--- src/fcc_pkg.sv ---
/*
  package for the flash command control block: register layout, reset values,
  operation encodings, key values and the timing constants.
  assumes nothing of its surroundings.
*/
`default_nettype none
package fcc_pkg;
  // control register field positions
  localparam int          FCC_GO_BIT      = 15;
  localparam int          FCC_EN_BIT      = 14;
  localparam int          FCC_FAULT_BIT   = 13;
  localparam int          FCC_ERASE_BIT   = 6;
  localparam logic [15:0] FCC_CTRL_RESET  = 16'h0000;
  localparam logic [15:0] FCC_WRITE_MASK  = 16'h604F; // en, fault, erase, op_select
  // unlock key values
  localparam logic [7:0]  FCC_KEY_FIRST   = 8'h55;
  localparam logic [7:0]  FCC_KEY_SECOND  = 8'hAA;
  // erase codes
  localparam logic [3:0]  FCC_ER_BULK     = 4'hF;
  localparam logic [3:0]  FCC_ER_GENSEG   = 4'hE;
  localparam logic [3:0]  FCC_ER_SECSEG   = 4'hD;
  localparam logic [3:0]  FCC_ER_PAGE     = 4'h2;
  localparam logic [3:0]  FCC_ER_CFGBYTE  = 4'h0;
  // program codes
  localparam logic [3:0]  FCC_PG_WORD     = 4'h3;
  localparam logic [3:0]  FCC_PG_ROW      = 4'h1;
  localparam logic [3:0]  FCC_PG_CFGBYTE  = 4'h0;
  // clock rate and default operation time
  localparam int          FCC_CLK_HZ      = 40000000;
  localparam int          FCC_OP_TIME_US  = 1000;
  localparam int          FCC_OP_CYCLES   = FCC_CLK_HZ / 1000000 * FCC_OP_TIME_US;
  localparam int          FCC_CNT_W       = 24;
  // operation kinds handed to the array
  typedef enum logic [2:0] {
    FCC_OP_NONE, FCC_OP_BULK, FCC_OP_GENSEG, FCC_OP_SECSEG, FCC_OP_PAGE,
    FCC_OP_CFG_ERASE, FCC_OP_WORD, FCC_OP_ROW
  } fcc_op_t;
  // command to the flash array
  typedef struct packed {
    logic    start;
    fcc_op_t op;
  } fcc_cmd_t;
  // control register write from the cpu
  typedef struct packed {
    logic        wr;
    logic [15:0] data;
  } fcc_wr_t;
endpackage
`default_nettype wire

--- src/fcc_ctrl.sv ---
/*
  flash command control register and unlock sequencer: holds the control
  register, checks the unlock key sequence, decodes the operation and times
  a self-timed erase or program, then clears the go bit.
  assumes cpu register writes are synchronous one-cycle strobes on clock and
  that resetn is the power-on reset only; other resets do not reach here.
*/
`timescale 1ns/1ps
`default_nettype none
// Contract
// go bit set-only, hardware clears at end
// enable bit zero inhibits any operation
// fault set on improper or aborted sequence
// fault reads zero after normal completion
// erase selector picks erase or program
// erase codes decoded, 0011 and 0001 no-op
// program codes decoded, listed codes no-op
// unlisted codes never start an operation
// control bits reset only by power-on reset
// software writes 55 then AA first
// erase code 0010 is eight-row page erase
// program code 0001 is single row program
// unimplemented bits ignore writes, read zero
module fcc_ctrl
  import fcc_pkg::*;
#(
  parameter int OP_CYCLES = FCC_OP_CYCLES
)(
  // clock and power-on reset
  input  wire logic     clock,
  input  wire logic     resetn,
  // cpu register access
  input  wire fcc_wr_t  ctrl_wr,
  input  wire logic     key_wr,
  input  wire logic [7:0] key_data,
  input  wire logic     abort_req,
  // register read back
  output logic [15:0]   flash_cmd_ctrl,
  // flash array command
  output fcc_cmd_t      array_cmd,
  output logic          cpu_stall
);
  typedef enum logic [1:0] {KEY_IDLE, KEY_HALF, KEY_OPEN} fcc_key_t;

  logic       go_reg, go_next;
  logic       en_reg, en_next;
  logic       fault_reg, fault_next;
  logic       erase_reg, erase_next;
  logic [3:0] op_select_reg, op_select_next;
  fcc_key_t   key_reg, key_next;
  fcc_cmd_t   cmd_reg, cmd_next;
  logic       stall_reg, stall_next;
  fcc_op_t    decoded;
  logic       go_attempt;
  logic       launch;
  logic       tmr_done;

  // operation decode from selector and field
  always_comb begin
    decoded = FCC_OP_NONE;
    if (erase_reg) begin
      case (op_select_reg)
        FCC_ER_BULK:    decoded = FCC_OP_BULK;
        FCC_ER_GENSEG:  decoded = FCC_OP_GENSEG;
        FCC_ER_SECSEG:  decoded = FCC_OP_SECSEG;
        FCC_ER_PAGE:    decoded = FCC_OP_PAGE;
        FCC_ER_CFGBYTE: decoded = FCC_OP_CFG_ERASE;
        default:        decoded = FCC_OP_NONE;
      endcase
    end else begin
      case (op_select_reg)
        FCC_PG_WORD:    decoded = FCC_OP_WORD;
        FCC_PG_ROW:     decoded = FCC_OP_ROW;
        FCC_PG_CFGBYTE: decoded = FCC_OP_CFG_ERASE; // config byte, same FCC_OP_CFG_ERASE as the erase code
        default:        decoded = FCC_OP_NONE;
      endcase
    end
  end

  // a write that tries to set go while idle
  assign go_attempt = ctrl_wr.wr && ctrl_wr.data[FCC_GO_BIT] && !go_reg;
  // start only when unlocked, enabled and the code is implemented
  assign launch = go_attempt && (key_reg == KEY_OPEN) && en_reg
                  && (decoded != FCC_OP_NONE);

  // unlock key sequencer
  always_comb begin
    key_next = key_reg;
    case (key_reg)
      KEY_IDLE: if (key_wr && key_data == FCC_KEY_FIRST) key_next = KEY_HALF;
      KEY_HALF: begin
        if (key_wr) key_next = (key_data == FCC_KEY_SECOND) ? KEY_OPEN : KEY_IDLE;
        else if (ctrl_wr.wr) key_next = KEY_IDLE;
      end
      KEY_OPEN: if (key_wr || ctrl_wr.wr) key_next = KEY_IDLE; // consumed by next write
      default:  key_next = KEY_IDLE;
    endcase
  end

  // control register next values
  always_comb begin
    go_next        = go_reg;
    en_next        = en_reg;
    fault_next     = fault_reg;
    erase_next     = erase_reg;
    op_select_next = op_select_reg;
    cmd_next       = '{start: 1'b0, op: FCC_OP_NONE};
    stall_next     = stall_reg;
    if (ctrl_wr.wr && !go_reg) begin // fields frozen while busy
      en_next        = ctrl_wr.data[FCC_EN_BIT];
      fault_next     = ctrl_wr.data[FCC_FAULT_BIT];
      erase_next     = ctrl_wr.data[FCC_ERASE_BIT];
      op_select_next = ctrl_wr.data[3:0] & FCC_WRITE_MASK[3:0];
    end
    if (go_attempt) begin
      if (launch) begin
        go_next    = 1'b1;
        fault_next = 1'b0;
        stall_next = 1'b1;
        cmd_next   = '{start: 1'b1, op: decoded};
      end else begin
        fault_next = 1'b1;
      end
    end
    if (go_reg && abort_req) begin
      go_next    = 1'b0;
      fault_next = 1'b1;
      stall_next = 1'b0;
    end else if (go_reg && tmr_done) begin
      go_next    = 1'b0;
      fault_next = 1'b0;
      stall_next = 1'b0;
    end
  end

  // registers, cleared only by power-on reset
  always_ff @(posedge clock or negedge resetn) begin
    if (!resetn) begin
      go_reg        <= FCC_CTRL_RESET[FCC_GO_BIT];
      en_reg        <= FCC_CTRL_RESET[FCC_EN_BIT];
      fault_reg     <= FCC_CTRL_RESET[FCC_FAULT_BIT];
      erase_reg     <= FCC_CTRL_RESET[FCC_ERASE_BIT];
      op_select_reg <= FCC_CTRL_RESET[3:0];
      key_reg       <= KEY_IDLE;
      cmd_reg       <= '{start: 1'b0, op: FCC_OP_NONE};
      stall_reg     <= 1'b0;
    end else begin
      go_reg        <= go_next;
      en_reg        <= en_next;
      fault_reg     <= fault_next;
      erase_reg     <= erase_next;
      op_select_reg <= op_select_next;
      key_reg       <= key_next;
      cmd_reg       <= cmd_next;
      stall_reg     <= stall_next;
    end
  end

  // operation timer
  fcc_timer u_timer (
    .clock  (clock),
    .resetn (resetn),
    .load   (launch),
    .abort  (go_reg && abort_req),
    .length (FCC_CNT_W'(OP_CYCLES)),
    .busy   (),
    .done   (tmr_done)
  );

  // read back, unimplemented bits zero
  assign flash_cmd_ctrl = {go_reg, en_reg, fault_reg, 6'h00, erase_reg, 2'h0,
                           op_select_reg};
  assign array_cmd      = cmd_reg;
  assign cpu_stall      = stall_reg;
endmodule
`default_nettype wire

--- src/fcc_timer.sv ---
/*
  down counter that times one flash operation and reports completion.
  assumes a single clock domain and a load value above zero.
*/
`timescale 1ns/1ps
`default_nettype none
module fcc_timer
  import fcc_pkg::*;
(
  // clock and reset
  input  wire logic                 clock,
  input  wire logic                 resetn,
  // control
  input  wire logic                 load,
  input  wire logic                 abort,
  input  wire logic [FCC_CNT_W-1:0] length,
  // status
  output logic                      busy,
  output logic                      done
);
  logic [FCC_CNT_W-1:0] cnt_reg;
  logic [FCC_CNT_W-1:0] cnt_next;
  logic                 busy_reg;
  logic                 busy_next;
  logic                 done_reg;
  logic                 done_next;

  // next count and completion pulse
  always_comb begin
    cnt_next  = cnt_reg;
    busy_next = busy_reg;
    done_next = 1'b0;
    if (abort) begin
      busy_next = 1'b0;
    end else if (load) begin
      cnt_next  = length;
      busy_next = 1'b1;
    end else if (busy_reg) begin
      if (cnt_reg <= FCC_CNT_W'(1)) begin
        busy_next = 1'b0;
        done_next = 1'b1;
      end else begin
        cnt_next = cnt_reg - FCC_CNT_W'(1);
      end
    end
  end

  // state registers
  always_ff @(posedge clock or negedge resetn) begin
    if (!resetn) begin
      cnt_reg  <= '0;
      busy_reg <= 1'b0;
      done_reg <= 1'b0;
    end else begin
      cnt_reg  <= cnt_next;
      busy_reg <= busy_next;
      done_reg <= done_next;
    end
  end

  assign busy = busy_reg;
  assign done = done_reg;
endmodule
`default_nettype wire

--- config.mk ---
export PLATFORM = sky130hd
export DESIGN_NAME = fcc_ctrl
export DESIGN_NICKNAME = d
export VERILOG_FILES = /design/src/fcc_pkg.sv /design/src/fcc_ctrl.sv /design/src/fcc_timer.sv
export SDC_FILE = /design/constraint.sdc
export NUM_CORES = 1
export LEC_CHECK = 0
export BUFFER_PORTS_ARGS = -buffer_cell sky130_fd_sc_hd__clkbuf_2
export CAP_MARGIN = 40
export CORE_MARGIN = 2
export CORE_UTILIZATION = 25
export CTS_CLUSTER_DIAMETER = 80
export DETAILED_ROUTE_END_ITERATION = 8
export GPL_TIMING_DRIVEN = 0
export PLACE_DENSITY_LB_ADDON = 0.2
export SLEW_MARGIN = 20
export SYNTH_ARGS = -nofsm -noshare
export SYNTH_HDL_FRONTEND = slang
export SYNTH_HIERARCHICAL = 1
export SYNTH_SLANG_ARGS = --single-unit
export TNS_END_PERCENT = 1
--- constraint.sdc ---
create_clock -name clock -period 2.7 [get_ports clock]
set_input_delay 0.81 -clock clock [delete_from_list [all_inputs] [get_ports clock]]
set_output_delay 0.81 -clock clock [all_outputs]
set_load 0.03 [all_outputs]
; ---- Word level (Yosys, flattened, before mapping)
; Cells that the tools add are included.
[totals]
out_inout_bits = 21
elab_cells = 80
inputBits = 29
register_bits = 40
[op_classes]
n_lt_le_gt_ge = 1
n_bitwise = 1
reduce_logical = 21
addsub = 1
muxes = 31
eq_ne = 14
[op_table]
columns = operator, count
row1 = $mux W24, 3
row2 = $le A24 B1 Y1 const B, 1
row3 = $sub A24 B1 Y24 const B, 1
row4 = $mux W1, 17
row5 = $pmux W3 S5, 1
row6 = $eq A4 B4 Y1 const B, 3
row7 = $mux W2, 5
row8 = $logic_and A1 B1 Y1, 9
row9 = $pmux W3 S3, 1
row10 = $reduce_bool A3 Y1, 3
row11 = $eq A4 B2 Y1 const B, 2
row12 = $eq A8 B7 Y1 const B, 1
row13 = $eq A8 B8 Y1 const B, 1
row14 = $mux W4, 2
row15 = $pmux W2 S3, 1
row16 = $reduce_and A3 Y1, 2
row17 = $eq A4 B1 Y1 const B, 1
row18 = $logic_not A4 Y1, 1
row19 = $ne A2 B2 Y1 const B, 2
row20 = $reduce_bool A4 Y1, 1
row21 = $mux W3, 1
row22 = $ne A3 B3 Y1 const B, 1
row23 = $eq A2 B1 Y1 const B, 1
row24 = $eq A2 B2 Y1 const B, 1
row25 = 7 further kinds, 7

; ---- Logic depth before layout (Yosys ltp)
[logic_depth]
word_depth = 9
ltp_mapped = 11
mapped_depth_nobuf = 8

; ---- Cells and area by module
; Netlist, hierarchy kept.
[by_module_without_submodules]
columns = mod, cells_each, area_per_inst_um2, n_inst
row1 = fcc_timer, 201, 1679.1, 1
row2 = fcc_ctrl, 81, 820.8, 1

; ---- Worst setup path after synthesis
; Ideal clock, no wire load.
[synth_path]
path_type = input-to-reg
from = in ctrl_wr[16] in the netlist's numbering
to = reg u_timer.cnt_reg[7]
setup_time_ns = 0.121
path_buffers = 3
setup_slack_ns = 0.069
cell_stages = 11
required_time_ns = 2.579
arrival_ns = 2.510
path_cell_list = nor2b_1 -> buf_4 -> nand4_4 -> a31oi_4 -> clkbuf_1 -> nor2_1 -> a41o_1 -> inv_2 -> buf_2 -> o21ai_0 -> a22o_1
[synth_between]
elab_chain_cells = 7
elab_cells_between_ends = 9
classes_between = 1 x eq/ne / 1 x mux / 7 x reduce/logical
[synth_lines]
columns = element, line
row1 = "start, declared", fcc_ctrl.sv:33  ; input wire fcc_wr_t ctrl_wr,
row2 = $logic_and A1 B1 Y1 * (2 in series), fcc_ctrl.sv:81  ; assign go_attempt = ctrl_wr.wr && ctrl_wr.data[FCC_GO_BIT] && !go_reg;
row3 = $logic_and A1 B1 Y1 * (2 in series), fcc_ctrl.sv:83  ; assign launch = go_attempt && (key_reg == KEY_OPEN) && en_reg
row4 = $logic_and A1 B1 Y1 *, fcc_ctrl.sv:84  ; && (decoded != FCC_OP_NONE);
row5 = net launch, fcc_ctrl.sv:55  ; logic launch;
row6 = $ne A2 B2 Y1 (no source line) or $reduce_bool A2 Y1 (tied branches), --
row7 = $reduce_and A3 Y1 (no source line), --
row8 = "end signal, assigned", fcc_timer.sv:55  ; cnt_reg <= cnt_next;
row9 = "end, declared", fcc_timer.sv:21  ; logic [FCC_CNT_W-1:0] cnt_reg;
; The timed path passes the listed nets; every way through them passes the cells marked *.
; A chain may end at the register's enable or synchronous reset.

; ---- Worst setup path in the final report
; Same ends and word-level chain as after synthesis.

==> impl_metrics.yaml <==
status:
  outcome: "completed"
floorplanning:
  start_util_pct: 25.7
  chipWidth_um: 104
  rows: 36
  die_area_sq_mm: 0.0108
  coreArea_sq_mm: 0.00973
  fp.dieH_um: 104
  ioPinCount: 50
cts:
  clk_latency_ns: 0.30
  clock_path_buffers: 2
  clkSinkCount: 40
  cts_hold_buf: 0
  cts_buffers: 5
  h-tree-depth: 2
  path_clk_slew_ns: 0.09
  cts_root_buffer: "clkbuf_8"
  cts_tree: "built"
  post_cts_buffers: 0
  post_cts_resized: 1
place:
  place_congestion: 0.785
  port_buffers: 33
  hpwlAfterDp_mm: 4.75
  place_area_sq_mm: 0.00300
global_route:
  antenna_found_initial: 0
  grt_overflow: 0
  grt_usage_pct: 12.3
  grt_pass1_vias: 2156
  grt_pass1_wl_mm: 10.9
  grt_start_max_net_pins: 18
worst_setup_path:
  endpoint_kind: "flip-flop"
  crit_chain: "clkbuf_2 > nor2b_1 > buf_6 > nand4_4 > a31oi_4 > o21bai_1 > a41o_1 > inv_2 > buf_4 > o21ai_0 > a22o_1"
  crit_slowest_cell: "a31oi_4"
  criticalPathCategory: "in -> reg"
  crit_required_ns: 2.88
  worst-path-max-fanout: 10
  slowest_delay_ns: 0.32
  critical_path.startpoint_type: "primary input"
  arrival_ns: 2.75
sta:
  fin_crit_sh_pct: 95.0
  worst_pin_slew_ns: 0.599
  drv_slew: 0
  post-route-min-period_ns: 2.57
  rsz0062_at_grt: "yes"
  finClkSkew_ns: 0.0108
  relSlewSlack_pct: 60.1
  setup_violations: 0
  fmax_ghz: 0.390
  hold_viol: 0
min_path:
  holdCritPathClass: "in -> async"
logic_synthesis:
  avgSynthCellArea_sq_um: 8.86
  synth_area_leaders: "dfrtp_1, o21ai_0, buf_4, nor2_1, a21oi_1"
  ys.flop_type: "dfrtp_1"
  synth_area_leader_cell: "dfrtp_1"
  synth.top_cell.area_share_pct: 40.0
  synth_cells: 282
  synth_edf_count: 0
  yosysSeqAreaShare_pct: 40.0
  synth_area_sq_mm: 0.00250
  async_flop_share_pct: 100
  synth_cell_type_count: 61
  ys_ff_latch: 40
  ys_warn_count: 6
finish:
  fill_cells: 1061
  drive_gt1_share_pct: 24.9
  antenna_cells: 0
  area_delta_synth_final_pct: 27.0
  final_core_util_pct: 32.6
  largest_reg_flops: 24
  nets: 384
  finalInstanceArea_sq_mm: 0.00317
power_and_ir_drop:
  p_leak_uw: 0.00144
  peakVddDrop_uv: 200
  pwr_density_cell_mw_per_mm2: 459
  finalPower_uw: 1460
route:
  vias: 2253
  wl_mm: 6.40
  drtAntennaViolNets: 0
  drcViolationCount: 0
  routedWlPerCell_um: 13.1
  drt_iter0_markers: 120
  firstDrtPassIters: 4
  vias_per_cell: 4.63
job:
  maxCapViolations: 0
[cell type report]
class                      count  area (sq um)  area share, %
buffer                        28           185           5.83
clock buffer                   5          68.8           2.17
clock inverter                 3          90.1           2.84
inverter                       8          30.0          0.946
multi-input combinational    235          1410           44.5
sequential                    40          1000           31.5
tap                          133           166           5.24
timing repair buffer          35           220           6.94
[path summary, 6_finish.rpt]
check                                             from                             end  cells after the start  slack [ns]
worst max-delay path                       ctrl_wr[16]  u_timer/cnt_reg[7]$_DFFE_PN0P_                     11        0.13
worst min-delay path                            resetn          array_cmd[3]$_DFF_PN0_                      1        0.37
min in group clock              key_reg[1]$_DFFE_PN0P_          key_reg[0]$_DFFE_PN0P_                      1        0.45
worst max register to register   cpu_stall$_DFFE_PN0P_  u_timer/cnt_reg[7]$_DFFE_PN0P_                     10        0.27
max in group asynchronous                       resetn  u_timer/cnt_reg[7]$_DFFE_PN0P_                      3        1.77
worst min register to register  key_reg[1]$_DFFE_PN0P_          key_reg[0]$_DFFE_PN0P_                      1        0.45
[kinds of logic (layout without fill, tap and decap cells)]
logic type,count (synthesis),count (layout),synth area share [%]
mux,5,5,2.25
buf+inv,37,79,8.26
other cells,2,32,0.300
flops,40,40,40.0
compound gates,84,84,22.2
fa+ha+maj,2,2,1.00
simple gates,112,112,26.0
[synthesized netlist by cell type (2+ instances only)]
cell type   n
nor2_1     27
a21o_1      3
and2_1      2
o21a_1      2
o211ai_1    2
nor3b_1     2
nor3_1     16
nor2b_1     2
nor3_2      3
nand2b_1    2
o32ai_1     2
dfrtp_1    40
mux2_2      5
a31oi_1     5
nand4_1     4
nand2_1    16
nand3b_1    3
conb_1      2
o2bb2ai_1   6
or3_1       3
or2_1       2
nor4bb_1    3
buf_2       6
buf_4      14
ha_1        2
a22o_1      2
o21ai_0    25
nand3_1     5
or4_1       2
nor4_1      9
clkbuf_1    8
a21oi_1    18
inv_1       7
a22oi_1     5
[where the power goes]
group          switching [uW]  leakage, uW  internal [uW]
registers                16.7     0.000527            609
clock network             225    0.0000784            463
logic                    84.2     0.000831           59.3
[layer usage]
| layer | GRT usage, % | wire length (um) | share of wire, % | vias up |
|---|---|---|---|---|
| li1 | - | - | - | 1143 |
| met3 | 2.69 | 303 | 4.7 | 7 |
| met2 | 19.4 | 2780 | 44 | 52 |
| met4 | 3.67 | 65 | 1.0 | 0 |
| met5 | 0 | 0 | 0 | - |
| met1 | 16.9 | 3240 | 51 | 1051 |
[worst max-delay path: cells and delay by family]
family / cells / cell delay, ns
buffers and inverters: 4 / 0.54
AND/OR/NAND/NOR: 2 / 0.31
AO/OA/AOI/OAI: 5 / 1.09
[layout by cell type, fill, tap and decap left out, types with 4 or more instances in the layout]
master / count
mux2_2: 5
conb_1: 32
clkbuf_1: 4
buf_2: 4
clkbuf_2: 36
a31oi_1: 5
nor3_1: 16
buf_4: 15
nor4_1: 9
a22oi_1: 5
nand3_1: 5
nand2_1: 16
a21oi_1: 18
inv_1: 7
o21ai_0: 25
dfrtp_1: 40
nor2_1: 26
o2bb2ai_1: 6
clkbuf_8: 5
nand4_1: 4
[through the flow]
| step | cells | setup slack, ns | setup TNS (ns) | hold slack [ns] |
|---|---|---|---|---|
| after floorplan | 312 | 0.0693 | 0 | 0.414 |
| after global placement | 478 | -0.575 | -9.38 | 0.433 |
| after detailed placement | 480 | -0.570 | -9.42 | 0.443 |
| after CTS | 487 | 0.0397 | 0 | 0.371 |
| after global routing | 487 | -0.0321 | -0.0321 | 0.379 |
| final | 487 | 0.134 | 0 | 0.374 |
Note: power is estimated with default switching activity, not from simulation.
